<file path="src/utp_regs.svh">
// Purpose: Register map, field positions and reset values of the undertemperature protection block
// Assumes: APB byte addresses, one aligned 32-bit word per register
// Notes: Thresholds are held as step indices; one step is a fixed count of reading codes
`ifndef UTP_REGS_SVH
`define UTP_REGS_SVH

`define UTP_ADDR_CTRL 8'h00
`define UTP_ADDR_THR 8'h04
`define UTP_ADDR_REC 8'h08
`define UTP_ADDR_PERSIST 8'h0c
`define UTP_ADDR_STATUS 8'h10
`define UTP_ADDR_CMD 8'h14
`define UTP_ADDR_READING 8'h18
`define UTP_ADDR_SPEED 8'h1c

`define UTP_CTRL_EN_CC 0
`define UTP_CTRL_EN_CD 1
`define UTP_CTRL_AUTO 2
`define UTP_CTRL_MASK_CHG 3
`define UTP_CTRL_MASK_DSG 4
`define UTP_CTRL_HOST_CHG 5
`define UTP_CTRL_HOST_DSG 6
`define UTP_CTRL_RST 7'h7c
`define UTP_THR_RST 8'h00
`define UTP_REC_RST 8'h00
`define UTP_PERSIST_RST 8'h00
`define UTP_SPEED_RST 4'h0

`define UTP_STEP_COUNTS 16'h004d
`define UTP_OP_REGOUT 8'h69
`define UTP_OP_RECOVERY 8'h9b
`define UTP_PAY_BIAS 0
`define UTP_PAY_TEMPERATURE_RECOVERY_REQUEST 2

`endif

</file>
<file path="src/utp_pkg.sv">
// Purpose: Types and shared arithmetic of the undertemperature protection block
// Assumes: utp_regs.svh on the include path
// Notes: Nothing here holds state
`include "utp_regs.svh"
package utp_pkg;
   // Gray codes along normal, alert, fault
   typedef enum logic [1:0] {
      UTP_NORMAL = 2'b00,
      UTP_ALERT = 2'b01,
      UTP_FAULT = 2'b11
   } utp_state_t;

   // Step index to reading counts; 255 steps give 19635
   function automatic logic [15:0] utp_step_to_count(input logic [7:0] step);
      return 16'({8'h00, step} * `UTP_STEP_COUNTS);
   endfunction
endpackage

</file>
<file path="src/utp_chan_if.sv">
// Purpose: Carrier between the register side and one protection channel
// Assumes: One instance per channel
// Notes: Counts are already scaled to reading codes
`timescale 1ns/1ps
`default_nettype none
interface utp_chan_if;
   logic en;
   logic [15:0] thr;
   logic [15:0] rec;
   logic [7:0] persist;
   logic eval;
   logic [15:0] sample;
   logic recover;
   logic alert;
   logic fault;
   modport ctrl(output en, thr, rec, persist, eval, sample, recover, input alert, fault);
   modport chan(input en, thr, rec, persist, eval, sample, recover, output alert, fault);
endinterface
`default_nettype wire

</file>
<file path="src/utp_channel.sv">
// Purpose: One undertemperature channel: alert, persistence count, fault and recovery
// Assumes: eval pulses once per accepted thermistor reading
// Notes: Fault needs persist+1 consecutive readings above threshold
`timescale 1ns/1ps
`default_nettype none
module utp_channel (
   input wire logic clk_sys_in,
   input wire logic rst_in,
   utp_chan_if.chan ch
);
   utp_pkg::utp_state_t state;
   utp_pkg::utp_state_t next_state;
   logic [7:0] cnt;
   logic [7:0] next_cnt;
   wire over = ch.sample > ch.thr;
   wire auto_rec = ch.eval && (ch.rec != 16'h0000) && (ch.sample <= ch.rec);

   always_comb begin
      next_state = state;
      next_cnt = cnt;
      case (state)
         utp_pkg::UTP_NORMAL: begin
            next_cnt = 8'h00;
            if (ch.en && ch.eval && over) begin
               next_state = (ch.persist == 8'h00) ? utp_pkg::UTP_FAULT : utp_pkg::UTP_ALERT;
               next_cnt = 8'h01;
            end
         end
         utp_pkg::UTP_ALERT: begin
            if (!ch.en) begin
               next_state = utp_pkg::UTP_NORMAL;
               next_cnt = 8'h00;
            end else if (ch.eval && !over) begin
               next_state = utp_pkg::UTP_NORMAL;
               next_cnt = 8'h00;
            end else if (ch.eval && cnt == ch.persist) begin
               next_state = utp_pkg::UTP_FAULT;
               next_cnt = 8'h00;
            end else if (ch.eval) begin
               next_cnt = cnt + 8'h01;
            end
         end
         utp_pkg::UTP_FAULT: begin
            next_cnt = 8'h00;
            // Fault holds even with the channel disabled
            if (ch.recover || auto_rec) begin
               next_state = utp_pkg::UTP_NORMAL;
            end
         end
         default: begin
            next_state = utp_pkg::UTP_NORMAL;
            next_cnt = 8'h00;
         end
      endcase
   end

   always_ff @(posedge clk_sys_in) begin
      if (rst_in) begin
         state <= utp_pkg::UTP_NORMAL;
         cnt <= 8'h00;
      end else begin
         state <= next_state;
         cnt <= next_cnt;
      end
   end

   assign ch.alert = (state == utp_pkg::UTP_ALERT);
   assign ch.fault = (state == utp_pkg::UTP_FAULT);

   property p_alert_set;
      @(posedge clk_sys_in) disable iff (rst_in)
      (state == utp_pkg::UTP_NORMAL && ch.en && ch.eval && over && ch.persist != 8'h00) |=> ch.alert;
   endproperty
   a_alert_set: assert property (p_alert_set) else $error("alert not raised above threshold");
   property p_alert_clr;
      @(posedge clk_sys_in) disable iff (rst_in)
      (ch.alert && ch.eval && !over) |=> (!ch.alert && !ch.fault);
   endproperty
   a_alert_clr: assert property (p_alert_clr) else $error("alert kept at or below threshold");
   property p_trip;
      @(posedge clk_sys_in) disable iff (rst_in)
      (ch.alert && ch.en && ch.eval && over && cnt == ch.persist) |=> (ch.fault && !ch.alert);
   endproperty
   a_trip: assert property (p_trip) else $error("persistence did not trip");
   property p_cnt_reset;
      @(posedge clk_sys_in) disable iff (rst_in)
      (ch.alert && ch.eval && !over) |=> (cnt == 8'h00);
   endproperty
   a_cnt_reset: assert property (p_cnt_reset) else $error("persistence count not reset");
   property p_auto_rec;
      @(posedge clk_sys_in) disable iff (rst_in)
      (ch.fault && auto_rec) |=> !ch.fault;
   endproperty
   a_auto_rec: assert property (p_auto_rec) else $error("autonomous recovery missed");
   property p_host_rec;
      @(posedge clk_sys_in) disable iff (rst_in)
      (ch.fault && ch.recover) |=> !ch.fault;
   endproperty
   a_host_rec: assert property (p_host_rec) else $error("host recovery missed");
   property p_fault_hold;
      @(posedge clk_sys_in) disable iff (rst_in)
      (ch.fault && !ch.recover && !auto_rec) |=> (ch.fault && !ch.alert);
   endproperty
   a_fault_hold: assert property (p_fault_hold) else $error("fault dropped without recovery");

   c_alert: cover property (@(posedge clk_sys_in) disable iff (rst_in) $rose(ch.alert));
   c_trip: cover property (@(posedge clk_sys_in) disable iff (rst_in) ch.alert ##1 ch.fault);
   c_recover: cover property (@(posedge clk_sys_in) disable iff (rst_in) $fell(ch.fault));
endmodule
`default_nettype wire

</file>
<file path="src/utp_top.sv">
// Purpose: Cold-charge and cold-discharge protection with APB registers and switch control
// Assumes: Readings come from the scheduler on this clock, one valid pulse per reading
// Notes: APB answers with no wait state; unmapped addresses give pslverr
`timescale 1ns/1ps
`default_nettype none
`include "utp_regs.svh"
// Behaviour
// - Cold-charge threshold 0..19635 in steps of 77
// - Cold-discharge threshold same range and step
// - Each channel has its own enable
// - Reading above threshold sets alert, or fault at once if persist count is zero
// - Reading at or below threshold clears alert
// - Cold-charge persists count readings, then faults
// - Cold-discharge persists own count, then faults
// - Trip clears alert, sets fault
// - Cold-charge fault opens charge switch if selected
// - Cold-discharge fault opens discharge switch if selected
// - Fault clears at or below recovery threshold
// - Recovery threshold 0..19635 in steps of 77
// - Zero recovery threshold needs host recovery command
// - Persistence counts scheduler readings at configured speeds
// - In sleep, evaluate only during bursts
// - Alert keeps device awake until cleared
// - Bias on while measuring or when forced
module utp_top (
   input wire logic clk_sys_in,
   input wire logic rst_in,
   input wire logic psel_in,
   input wire logic penable_in,
   input wire logic pwrite_in,
   input wire logic [7:0] paddr_in,
   input wire logic [31:0] pwdata_in,
   input wire logic [3:0] pstrb_in,
   output logic [31:0] prdata_out,
   output logic pready_out,
   output logic pslverr_out,
   input wire logic meas_valid_in,
   input wire logic [15:0] meas_data_in,
   input wire logic sleep_mode_in,
   input wire logic burst_in,
   input wire logic ts_measuring_in,
   output logic [1:0] volt_speed_out,
   output logic [1:0] curr_speed_out,
   output logic charge_switch_out,
   output logic discharge_switch_out,
   output logic stay_awake_out,
   output logic bias_on_out
);
   logic [6:0] ctrl;
   logic [7:0] cc_thr;
   logic [7:0] cd_thr;
   logic [7:0] cc_rec;
   logic [7:0] cd_rec;
   logic [7:0] cc_persist;
   logic [7:0] cd_persist;
   logic [3:0] speed;
   logic bias_always_on;
   logic [15:0] reading;
   logic [31:0] rdata;
   logic charge_switch;
   logic discharge_switch;
   logic stay_awake;
   logic next_charge_switch;
   logic next_discharge_switch;
   logic next_stay_awake;
   logic [31:0] next_rdata;

   utp_chan_if cc_if();
   utp_chan_if cd_if();

   // APB decode
   wire setup = psel_in && !penable_in;
   wire access = psel_in && penable_in;
   wire hit_ctrl = paddr_in == `UTP_ADDR_CTRL;
   wire hit_thr = paddr_in == `UTP_ADDR_THR;
   wire hit_rec = paddr_in == `UTP_ADDR_REC;
   wire hit_persist = paddr_in == `UTP_ADDR_PERSIST;
   wire hit_status = paddr_in == `UTP_ADDR_STATUS;
   wire hit_cmd = paddr_in == `UTP_ADDR_CMD;
   wire hit_reading = paddr_in == `UTP_ADDR_READING;
   wire hit_speed = paddr_in == `UTP_ADDR_SPEED;
   wire mapped = hit_ctrl || hit_thr || hit_rec || hit_persist || hit_status || hit_cmd || hit_reading
                 || hit_speed;
   wire wr = access && pwrite_in && mapped;
   wire wr_lo = wr && pstrb_in[0];
   wire wr_hi = wr && pstrb_in[1];

   // Commands run on the opcode byte; payload lane may be masked
   wire [7:0] cmd_payload = pstrb_in[1] ? pwdata_in[15:8] : 8'h00;
   wire cmd_regout = wr_lo && hit_cmd && pwdata_in[7:0] == `UTP_OP_REGOUT;
   wire cmd_recovery = wr_lo && hit_cmd && pwdata_in[7:0] == `UTP_OP_RECOVERY;
   wire temp_recovery = cmd_recovery && cmd_payload[`UTP_PAY_TEMPERATURE_RECOVERY_REQUEST];

   // Readings outside a sleep burst are ignored
   wire eval = meas_valid_in && (!sleep_mode_in || burst_in);

   wire auto_sw = ctrl[`UTP_CTRL_AUTO];
   wire [7:0] status = {bias_on_out, stay_awake, discharge_switch, charge_switch,
                        cd_if.fault, cc_if.fault, cd_if.alert, cc_if.alert};

   always_comb begin
      next_rdata = 32'h0000_0000;
      case (1'b1)
         hit_ctrl: next_rdata = {25'h0000000, ctrl};
         hit_thr: next_rdata = {16'h0000, cd_thr, cc_thr};
         hit_rec: next_rdata = {16'h0000, cd_rec, cc_rec};
         hit_persist: next_rdata = {16'h0000, cd_persist, cc_persist};
         hit_status: next_rdata = {24'h000000, status};
         hit_reading: next_rdata = {16'h0000, reading};
         hit_speed: next_rdata = {27'h0000000, bias_always_on, speed};
         default: next_rdata = 32'h0000_0000;
      endcase
   end

   // Channel configuration
   assign cc_if.en = ctrl[`UTP_CTRL_EN_CC];
   assign cd_if.en = ctrl[`UTP_CTRL_EN_CD];
   assign cc_if.thr = utp_pkg::utp_step_to_count(cc_thr);
   assign cd_if.thr = utp_pkg::utp_step_to_count(cd_thr);
   assign cc_if.rec = utp_pkg::utp_step_to_count(cc_rec);
   assign cd_if.rec = utp_pkg::utp_step_to_count(cd_rec);
   assign cc_if.persist = cc_persist;
   assign cd_if.persist = cd_persist;
   assign cc_if.eval = eval;
   assign cd_if.eval = eval;
   assign cc_if.sample = meas_data_in;
   assign cd_if.sample = meas_data_in;
   assign cc_if.recover = temp_recovery;
   assign cd_if.recover = temp_recovery;

   utp_channel u_cold_charge_prot (
      .clk_sys_in(clk_sys_in),
      .rst_in(rst_in),
      .ch(cc_if.chan)
   );

   utp_channel u_cold_discharge_prot (
      .clk_sys_in(clk_sys_in),
      .rst_in(rst_in),
      .ch(cd_if.chan)
   );

   // Switch gating; the host enable alone never overrides a selected fault
   assign next_charge_switch = ctrl[`UTP_CTRL_HOST_CHG]
                               && !(auto_sw && ctrl[`UTP_CTRL_MASK_CHG] && cc_if.fault);
   assign next_discharge_switch = ctrl[`UTP_CTRL_HOST_DSG]
                                  && !(auto_sw && ctrl[`UTP_CTRL_MASK_DSG] && cd_if.fault);
   assign next_stay_awake = cc_if.alert || cd_if.alert;

   always_ff @(posedge clk_sys_in) begin
      if (rst_in) begin
         ctrl <= `UTP_CTRL_RST;
      end else if (wr_lo && hit_ctrl) begin
         ctrl <= pwdata_in[6:0];
      end
   end

   always_ff @(posedge clk_sys_in) begin
      if (rst_in) begin
         cc_thr <= `UTP_THR_RST;
         cc_rec <= `UTP_REC_RST;
         cc_persist <= `UTP_PERSIST_RST;
         speed <= `UTP_SPEED_RST;
      end else if (wr_lo) begin
         if (hit_thr) cc_thr <= pwdata_in[7:0];
         if (hit_rec) cc_rec <= pwdata_in[7:0];
         if (hit_persist) cc_persist <= pwdata_in[7:0];
         if (hit_speed) speed <= pwdata_in[3:0];
      end
   end

   always_ff @(posedge clk_sys_in) begin
      if (rst_in) begin
         cd_thr <= `UTP_THR_RST;
         cd_rec <= `UTP_REC_RST;
         cd_persist <= `UTP_PERSIST_RST;
      end else if (wr_hi) begin
         if (hit_thr) cd_thr <= pwdata_in[15:8];
         if (hit_rec) cd_rec <= pwdata_in[15:8];
         if (hit_persist) cd_persist <= pwdata_in[15:8];
      end
   end

   always_ff @(posedge clk_sys_in) begin
      if (rst_in) begin
         bias_always_on <= 1'b0;
      end else if (cmd_regout) begin
         bias_always_on <= cmd_payload[`UTP_PAY_BIAS];
      end
   end

   always_ff @(posedge clk_sys_in) begin
      if (rst_in) begin
         reading <= 16'h0000;
      end else if (eval) begin
         reading <= meas_data_in;
      end
   end

   // Read data captured in setup so the access phase needs no wait
   always_ff @(posedge clk_sys_in) begin
      if (rst_in) begin
         rdata <= 32'h0000_0000;
      end else if (setup) begin
         rdata <= next_rdata;
      end
   end

   always_ff @(posedge clk_sys_in) begin
      if (rst_in) begin
         charge_switch <= 1'b0;
         discharge_switch <= 1'b0;
         stay_awake <= 1'b0;
      end else begin
         charge_switch <= next_charge_switch;
         discharge_switch <= next_discharge_switch;
         stay_awake <= next_stay_awake;
      end
   end

   assign prdata_out = rdata;
   assign pready_out = 1'b1;
   assign pslverr_out = access && !mapped;
   assign volt_speed_out = speed[1:0];
   assign curr_speed_out = speed[3:2];
   assign charge_switch_out = charge_switch;
   assign discharge_switch_out = discharge_switch;
   assign stay_awake_out = stay_awake;
   // Kept combinational so bias never lags the measurement window
   assign bias_on_out = bias_always_on || ts_measuring_in;

   property p_chg_off;
      @(posedge clk_sys_in) disable iff (rst_in)
      (cc_if.fault && auto_sw && ctrl[`UTP_CTRL_MASK_CHG]) |=> !charge_switch_out;
   endproperty
   a_chg_off: assert property (p_chg_off) else $error("charge switch left on in fault");
   property p_dsg_off;
      @(posedge clk_sys_in) disable iff (rst_in)
      (cd_if.fault && auto_sw && ctrl[`UTP_CTRL_MASK_DSG]) |=> !discharge_switch_out;
   endproperty
   a_dsg_off: assert property (p_dsg_off) else $error("discharge switch left on in fault");
   property p_awake;
      @(posedge clk_sys_in) disable iff (rst_in)
      (cc_if.alert || cd_if.alert) |=> stay_awake_out;
   endproperty
   a_awake: assert property (p_awake) else $error("alert did not hold device awake");
   property p_bias;
      @(posedge clk_sys_in) disable iff (rst_in)
      (cmd_regout && cmd_payload[`UTP_PAY_BIAS]) |=> bias_on_out [*2];
   endproperty
   a_bias: assert property (p_bias) else $error("bias not forced on");
   property p_sleep_gate;
      @(posedge clk_sys_in) disable iff (rst_in)
      (sleep_mode_in && !burst_in && !wr) |=> ($stable(cc_if.alert) && $stable(cd_if.alert));
   endproperty
   a_sleep_gate: assert property (p_sleep_gate) else $error("channel evaluated outside burst");
   property p_disabled;
      @(posedge clk_sys_in) disable iff (rst_in)
      (!ctrl[`UTP_CTRL_EN_CC] && !cc_if.fault) |=> !cc_if.alert;
   endproperty
   a_disabled: assert property (p_disabled) else $error("disabled channel raised alert");

   // Register side, switch restore and pin checks
   property p_rdata_cap;
      @(posedge clk_sys_in) disable iff (rst_in)
      setup |=> (prdata_out == $past(next_rdata));
   endproperty
   a_rdata_cap: assert property (p_rdata_cap) else $error("read data not captured in setup");
   property p_bad_rd;
      @(posedge clk_sys_in) disable iff (rst_in)
      (setup && !mapped) |=> (prdata_out == 32'h0000_0000);
   endproperty
   a_bad_rd: assert property (p_bad_rd) else $error("unmapped read returned data");
   property p_bad_wr;
      @(posedge clk_sys_in) disable iff (rst_in)
      (access && pwrite_in && !mapped) |=> ($stable(ctrl) && $stable(speed));
   endproperty
   a_bad_wr: assert property (p_bad_wr) else $error("unmapped write changed a register");
   property p_cd_no_auto;
      @(posedge clk_sys_in) disable iff (rst_in)
      (cd_if.fault && cd_rec == 8'h00 && !temp_recovery) |=> cd_if.fault;
   endproperty
   a_cd_no_auto: assert property (p_cd_no_auto) else $error("discharge fault left with zero recovery");
   property p_chg_on;
      @(posedge clk_sys_in) disable iff (rst_in)
      (!cc_if.fault && ctrl[`UTP_CTRL_HOST_CHG]) |=> charge_switch_out;
   endproperty
   a_chg_on: assert property (p_chg_on) else $error("charge switch not restored");
   property p_dsg_on;
      @(posedge clk_sys_in) disable iff (rst_in)
      (!cd_if.fault && ctrl[`UTP_CTRL_HOST_DSG]) |=> discharge_switch_out;
   endproperty
   a_dsg_on: assert property (p_dsg_on) else $error("discharge switch not restored");
   property p_awake_clr;
      @(posedge clk_sys_in) disable iff (rst_in)
      !(cc_if.alert || cd_if.alert) |=> !stay_awake_out;
   endproperty
   a_awake_clr: assert property (p_awake_clr) else $error("device held awake without alert");
   property p_bias_clr;
      @(posedge clk_sys_in) disable iff (rst_in)
      (cmd_regout && !cmd_payload[`UTP_PAY_BIAS]) |=> (bias_on_out == ts_measuring_in);
   endproperty
   a_bias_clr: assert property (p_bias_clr) else $error("bias not released to measuring");
   property p_cd_disabled;
      @(posedge clk_sys_in) disable iff (rst_in)
      (!ctrl[`UTP_CTRL_EN_CD] && !cd_if.fault) |=> !cd_if.alert;
   endproperty
   a_cd_disabled: assert property (p_cd_disabled) else $error("disabled discharge channel raised alert");
   property p_speed_wr;
      @(posedge clk_sys_in) disable iff (rst_in)
      (wr_lo && hit_speed) |=> ({curr_speed_out, volt_speed_out} == $past(pwdata_in[3:0]));
   endproperty
   a_speed_wr: assert property (p_speed_wr) else $error("speed outputs not updated");
   property p_sleep_hold;
      @(posedge clk_sys_in) disable iff (rst_in)
      (meas_valid_in && sleep_mode_in && !burst_in) |=> $stable(reading);
   endproperty
   a_sleep_hold: assert property (p_sleep_hold) else $error("reading taken outside burst");
   property p_reading_cap;
      @(posedge clk_sys_in) disable iff (rst_in)
      eval |=> (reading == $past(meas_data_in));
   endproperty
   a_reading_cap: assert property (p_reading_cap) else $error("evaluated reading not kept");
   property p_ctrl_wr;
      @(posedge clk_sys_in) disable iff (rst_in)
      (wr_lo && hit_ctrl) |=> (ctrl == $past(pwdata_in[6:0]));
   endproperty
   a_ctrl_wr: assert property (p_ctrl_wr) else $error("control write lost");
   property p_cc_persist_wr;
      @(posedge clk_sys_in) disable iff (rst_in)
      (wr_lo && hit_persist) |=> (cc_persist == $past(pwdata_in[7:0]));
   endproperty
   a_cc_persist_wr: assert property (p_cc_persist_wr) else $error("charge persist count lost");
   property p_cd_persist_wr;
      @(posedge clk_sys_in) disable iff (rst_in)
      (wr_hi && hit_persist) |=> (cd_persist == $past(pwdata_in[15:8]));
   endproperty
   a_cd_persist_wr: assert property (p_cd_persist_wr) else $error("discharge persist count lost");

   c_chg_trip: cover property (@(posedge clk_sys_in) disable iff (rst_in) $fell(charge_switch_out));
   c_sleep_wake: cover property (@(posedge clk_sys_in) disable iff (rst_in) sleep_mode_in && $rose(stay_awake_out));
endmodule
`default_nettype wire
</file>
<file path="config.mk">
export PLATFORM = sky130hd
export DESIGN_NAME = utp_top
export DESIGN_NICKNAME = d
export VERILOG_FILES = /design/src/utp_pkg.sv /design/src/utp_chan_if.sv /design/src/utp_channel.sv /design/src/utp_top.sv
export VERILOG_INCLUDE_DIRS = /design/src
export SDC_FILE = /design/constraint.sdc
export NUM_CORES = 1
export LEC_CHECK = 0
export BUFFER_PORTS_ARGS = -buffer_cell sky130_fd_sc_hd__clkbuf_2
export CAP_MARGIN = 10
export CORE_MARGIN = 2
export CORE_UTILIZATION = 56
export CTS_BUF_LIST = sky130_fd_sc_hd__clkbuf_4
export CTS_CLUSTER_DIAMETER = 60
export DETAILED_ROUTE_END_ITERATION = 12
export PLACE_DENSITY = 0.8
export RECOVER_POWER = 25
export SYNTH_ARGS = -nofsm -noshare
export SYNTH_HDL_FRONTEND = slang
export SYNTH_SLANG_ARGS = --single-unit
</file>
<file path="constraint.sdc">
create_clock -name clk_sys_in -period 5.3 [get_ports clk_sys_in]
set_clock_uncertainty 0.2 [all_clocks]
set_input_delay 1.325 -clock clk_sys_in [delete_from_list [all_inputs] [get_ports clk_sys_in]]
set_output_delay 1.325 -clock clk_sys_in [all_outputs]
set_load 0.005 [all_outputs]
</file>
== After elaboration in Yosys (flattened, before gate mapping) ==
Index checks and enable logic that the tools add are counted.

* Equal/unequal tests: 23
* $mul: 4
* Muxes and demuxes: 34
* $add $sub $neg: 2
* Order comparisons: 4
* Reductions and logical operators: 66

{| class="wikitable"
|+ Operator list
! operator !! count
|-
| two-way mux 32 bit || 4
|-
| two-way mux 8 bit || 8
|-
| multiplier 8 x 7 -> 15 bit, second input constant || 4
|-
| == test 8 x 5 -> 1 bit, second input constant || 4
|-
| > comparator 16 x 15 -> 1 bit || 2
|-
| less-or-equal comparator 16 x 15 -> 1 bit || 2
|-
| two-way mux 16 bit || 2
|-
| case mux 8 bit (2 select lines) || 2
|-
| nonzero test 16 bit || 2
|-
| logical AND 1 bit || 31
|-
| zero test 8 bit || 3
|-
| two-way mux 2 bit || 12
|-
| adder 8 x 1 -> 8 bit, second input constant || 2
|-
| == test 8 x 4 -> 1 bit, second input constant || 2
|-
| == test 8 bit || 2
|-
| AND reduction 2 bit || 7
|-
| logical OR 1 bit || 12
|-
| case mux 2 bit (3 select lines) || 2
|-
| inequality test 5 x 2 -> 1 bit, second input constant || 2
|-
| == test 8 x 3 -> 1 bit, second input constant || 1
|-
| == test 8 x 7 -> 1 bit, second input constant || 1
|-
| == test 8 bit, second input constant || 1
|-
| inequality test 2 x 1 -> 1 bit, second input constant || 4
|-
| inequality test 4 x 2 -> 1 bit, second input constant || 2
|-
| 8 further kinds || 19
|}

* Logic and storage cells: 151
* Bits of input ports: 69
* Output and inout bits: 42
* Register bits after elaboration: 131

== Logic depth before layout (Yosys ltp) ==
* Word-level depth: 16
* Mapped depth: 22
* Mapped depth without buffers: 21

== Modules after synthesis ==
Synthesis repeated with hierarchy kept, for this count alone.

* Cell total of the unflattened synthesis: 1,380
* Area, all modules: 11,521.0 µm²

{| class="wikitable"
|+ By module, submodules not included
! module !! cells each !! area an instance (µm²) !! instances !! sequential area each (µm²)
|-
| utp_top || 966 || 8,333.0 || 1 || 1,901.8
|-
| utp_channel || 207 || 1,594.0 || 2 || 200.2
|}

== Worst setup path after synthesis ==
OpenSTA, ideal clock, no wires.

* Kind: register -> register
* Start: register cd_thr[5]
* End: register u_cold_discharge_prot.cnt[3]
* Clock period less this slack: 5.351 ns
* Stages on the path, launching flop included: 23
* Buffers on the path: 1
* Data arrival time: 5.081 ns
* Setup time: 0.070 ns
* Data required time: 5.030 ns
* Setup slack: -0.051 ns
* Cell sequence: dfxtp_1 ha_1 ha_1 inv_1 fa_1 fa_1 inv_1 ha_1 inv_1 o21bai_1 a21oi_1 o21ai_0 mux2i_1 a2111oi_0 ha_1 and4b_1 nand3_1 nor3_1 or4_1 clkbuf_1 nor2_2 nand3b_1 a21oi_1

* Word-level cells in the longest chain between the ends: 7
* Elaborated cells between the ends (all ways): 8
* Those cells by class: mul: 1; order compare: 1; eq/ne: 1; mux: 3; reduce/logical: 2

{| class="wikitable"
|+ RTL lines
! element !! line !! text
|-
| start, declared || utp_top.sv:51 || <nowiki>logic [7:0] cd_thr;</nowiki>
|-
| start signal, assigned || utp_top.sv:174 || <nowiki>cd_thr <= `UTP_THR_RST;</nowiki>
|-
| start signal, assigned || utp_top.sv:178 || <nowiki>if (hit_thr) cd_thr <= pwdata_in[15:8];</nowiki>
|-
| multiplier 8 x 7 -> 15 bit (no line) (*) || -- ||
|-
| > comparator 16 x 15 -> 1 bit (*) || utp_channel.sv:15 || <nowiki>wire over = ch.sample > ch.thr;</nowiki>
|-
| zero test 1 bit (*) || utp_channel.sv:33 || <nowiki>end else if (ch.eval && !over) begin</nowiki>
|-
| logical AND 1 bit (*) || utp_channel.sv:33 ||
|-
| two-way mux 8 bit || utp_channel.sv:33 ||
|-
| two-way mux 8 bit || utp_channel.sv:30 || <nowiki>if (!ch.en) begin</nowiki>
|-
| case mux 8 bit (2 select lines) || utp_channel.sv:21 || <nowiki>case (state)</nowiki>
|-
| end signal, assigned || utp_channel.sv:63 || <nowiki>cnt <= next_cnt;</nowiki>
|-
| end, declared || utp_channel.sv:13 || <nowiki>logic [7:0] cnt;</nowiki>
|}

Mark *: on every way between the ends. The rest lies on a longest branch, timed or not.
A chain may end at the register's enable or synchronous reset.

== Worst setup path in the final report ==
* Start: register cd_thr[4]
* End: register u_cold_discharge_prot.state[1]

* Word-level cells in the longest chain between the ends: 7
* Elaborated cells between the ends (all ways): 11
* Those cells by class: mul: 1; order compare: 1; eq/ne: 2; mux: 3; reduce/logical: 4

{| class="wikitable"
|+ RTL lines
! element !! line !! text
|-
| multiplier 8 x 7 -> 15 bit (no line) (*) || -- ||
|-
| > comparator 16 x 15 -> 1 bit (*) || utp_channel.sv:15 ||
|-
| zero test 1 bit || utp_channel.sv:33 ||
|-
| logical AND 1 bit || utp_channel.sv:33 ||
|-
| two-way mux 2 bit || utp_channel.sv:33 ||
|-
| two-way mux 2 bit || utp_channel.sv:30 ||
|-
| case mux 2 bit (3 select lines) || utp_channel.sv:21 ||
|-
| end signal, assigned || utp_channel.sv:59 || <nowiki>state <= utp_pkg::UTP_NORMAL;</nowiki>
|-
| end signal, assigned || utp_channel.sv:62 || <nowiki>state <= next_state;</nowiki>
|-
| end, declared || utp_channel.sv:11 || <nowiki>utp_pkg::utp_state_t state;</nowiki>
|}

Marks and branches as above.

==> metrics.csv <==
metric,value,unit
port buffer count,75,
cts-stage hold buffer count,0,
initial cell density of the core,57.2,%
total global-route track usage,30.1,%
Final #Nets,1720,
critical path peak fanout,11,
buffer depth of the longest clock path,2,
Setup crit start,cd_thr[4],
path class of the lowest-slack min-delay path,flop to flop,
number of enable-type register cells in the synthesized netlist,0,
top_reg_cell synth,dfxtp_1,
register-to-register setup slack,0.11,ns
post-synthesis cell area,10700,sq um
Cells after Synth,1301,
fraction of synthesis flops using an asynchronous set or reset pin,0,%
number of warning messages in the yosys log,0,
number of standard cells in the final layout excluding fillers,1662,
routing usage on met1,38.1,%
maximum number of pins on one net before global-route repair,90,
GR peak layer,met2,
max-cap check violation count,0,
startpoint types,flop,
Finished Core Util,66.7,%
synthesized flop and latch total,115,
number of cells after detailed placement,1623,
# setup viols final,0,
pwr dens,131,nW/um^2
floorplan die width,142,microns
Synth area leaders,"ha_1, dfxtp_1, a21oi_1, fa_1, nand2_1",
terminus of the critical flop-to-flop path,u_cold_discharge_prot.state[1],
Residual DRC,0,
Post-DRT Antenna Nets,0,
number of antenna diodes,0,
Crit path top cell by count,ha_4,
met2 capacity usage during global routing,51.1,%
maximum frequency from static timing analysis,193,MHz
wire length of the first global-routing pass,48600,microns
kind of cell adding the most delay to the critical path,adder cells,
detailed-router iteration count before antenna repair,9,
Period minus WS final,5.19,ns
clock insertion delay at the later pin of the skew report,0.53,ns
Final Hold Fails,0,
Synth area leader,ha_1,
HPWL after detailed placement,23600,microns
pre-CTS setup slack,-0.272,ns
Avg Synthesized Cell Area,8.25,sq um
worst slew pin tran,1.13,ns
worst endpoint required time,5.52,ns
I/O Pins,111,
IR Drop Worst-Case VDD,0.135,mV
static leakage,0.00566,uW
routed wire length per instance,19.2,microns
outcome,finished clean,
share of cells above drive strength 1,19.1,%
post-synthesis to final-layout area growth,16.7,%
"Distinct cells, synth",73,
final cycle utilization of the critical path,97.9,%
Slew Limit Headroom,24.6,%
Total Wirelength,31900,microns
TritonCTS Buffers,17,
data arrival time of the worst path,5.41,ns
CORE AREA,18800,sq um
number of cell rows,50,
cell depth of the worst setup path,23,
most common cell in the netlist,ha_1,
worst reg-to-reg path cell count,23,
vias per cell,6.33,
critical path start-end classification,flop to flop,
Iteration-0 DRC Markers,961,
initial antenna violation count,0,
buffer cell driving the clock tree root,clkbuf_4,
remaining global-route overflow,0,
Yosys top cell area share,23.8,%
sequential cell area fraction in the yosys report,21.5,%
cell type of the slowest stage on the worst timing path,fa_1,
final worst setup slack,0.111,ns
cell-by-cell trace of the critical path,"buf_6, ha_4, ha_4, ha_4, inv_2, fa_1, inv_2, ha_4, nor2b_4, o21a_1, o41ai_4, o211ai_1, xnor2_1, ha_1, and4b_1, nand3_2, buf_6, a211oi_4, nor4_4, buf_12, o31ai_4, nor2b_4, a211oi_2",
clock slew at reported path FFs,0.11,ns
met3 usage,4.71,%
H-Tree Level Count,4,
critical path endpoint,u_cold_discharge_prot.state[1],
Final GP Congestion,0.966,
"Buf+Inv Stages, Crit Path",5,
list of most frequent post-synthesis cells,"ha_1, nand2_1, a21oi_1, dfxtp_1, nand3_1",
clock tree from TritonCTS,yes,
critical path endpoint category,flop,
minimum hold slack,0.260,ns
largest stage delay on the critical path,0.53,ns
total via count after detailed routing,10500,
die span in y,142,microns
clock net sink count,115,
worst r2r src,cd_thr[4],
unrepaired setup endpoints after global routing,true,
final-report max-slew violation count,0,
DIE AREA,20300,sq um
via count of the first global-routing pass,9642,
report_power, final:
part           internal [uW]  total [uW]  switching (uW)
Clock                    199         541             342
Combinational           73.0         203             130
Sequential               880         897            16.9
Total                   1150        1640             488
layout make-up:
class,instances,area [sq um]
tap,234,293
fill,1494,6240
timing repair buffer,150,968
multi-input combinational,1040,8390
clock inverter,11,65.1
inverter,91,342
clock buffer,21,158
sequential,115,2310
routing by layer:
metal / share of wire (%) / up-vias
met1: 39 / 4895
met4: 5.4 / 0
met3: 7.9 / 133
li1: - / 4953
met5: 0 / -
met2: 47 / 540
cells by family (layout without fill, tap and decap cells):
logic type / Yosys count / count (layout) / share of synthesized area (%)
flops: 115 / 115 / 21.5
xor+xnor: 44 / 44 / 3.59
simple gates: 420 / 420 / 19.4
mux: 1 / 1 / 0.0933
other cells: 2 / 17 / 0.0700
fa+ha+maj: 236 / 236 / 29.8
buf+inv: 161 / 273 / 6.49
compound gates: 322 / 322 / 19.1
per-stage QoR:
stage	setup TNS [ns]	power (uW)	instance area, sq um
after floorplan	0	1020	10800
after global placement	-1.09	1090	11600
after detailed placement	-2.16	1100	11600
after CTS	0	1620	12100
after global routing	-0.370	1690	12500
final	0	1640	12500
cells in the final DEF, fill, tap and decap left out, types with 5 or more instances in the layout:
cell type,count
nor2_1,39
ha_4,16
nand2b_1,6
o211ai_1,5
inv_2,5
nor2b_1,9
and2_1,9
dfxtp_1,109
xor2_1,16
nand3b_1,9
xnor2_1,28
clkbuf_4,21
buf_4,70
o21ai_0,40
nand4_1,19
clkinv_2,6
o21bai_1,5
or3_1,6
nor4_1,6
nand3_1,93
a21oi_1,121
nand2_1,146
nor3_2,6
a21o_1,17
nor3_4,5
and4_1,5
clkbuf_2,74
ha_1,187
nor3_1,16
and3_1,15
o2111ai_1,7
a22oi_1,25
conb_1,17
inv_1,86
fa_1,32
o21a_1,8
a31oi_1,20
a21oi_2,7
worst reg2reg max path, delay by kind of cell, from the launching register on:
family                     cells  cell delay (ns)
AOI/OAI and AO/OA              6             1.30
xor gates and xnor gates       1             0.18
and+or+nand+nor                5             0.76
buffers and inverters          5             0.54
DFF                            1             0.37
adders and majority gates      6             1.75
repair_timing:
| item | CTS | global route |
|---|---|---|
| pin swaps | 24 | 50 |
| cloned | 0 | 0 |
| setup buffers | 5 | 4 |
| setup endpoints to repair | 20 | 20 |
| gates resized for setup | 35 | 75 |
how the worst min path moves through the flow:
stage          startpoint          to  depth (start not counted)
2_1_floorplan  reading[1]  reading[1]                          2
3_3_place_gp   reading[4]  reading[4]                          2
3_5_place_dp   reading[2]  reading[2]                          2
4_1_cts        reading[2]  reading[2]                          2
5_1_grt        reading[2]  reading[2]                          2
6_report       reading[4]  reading[4]                          2
Power figures use the tool's default switching activity.
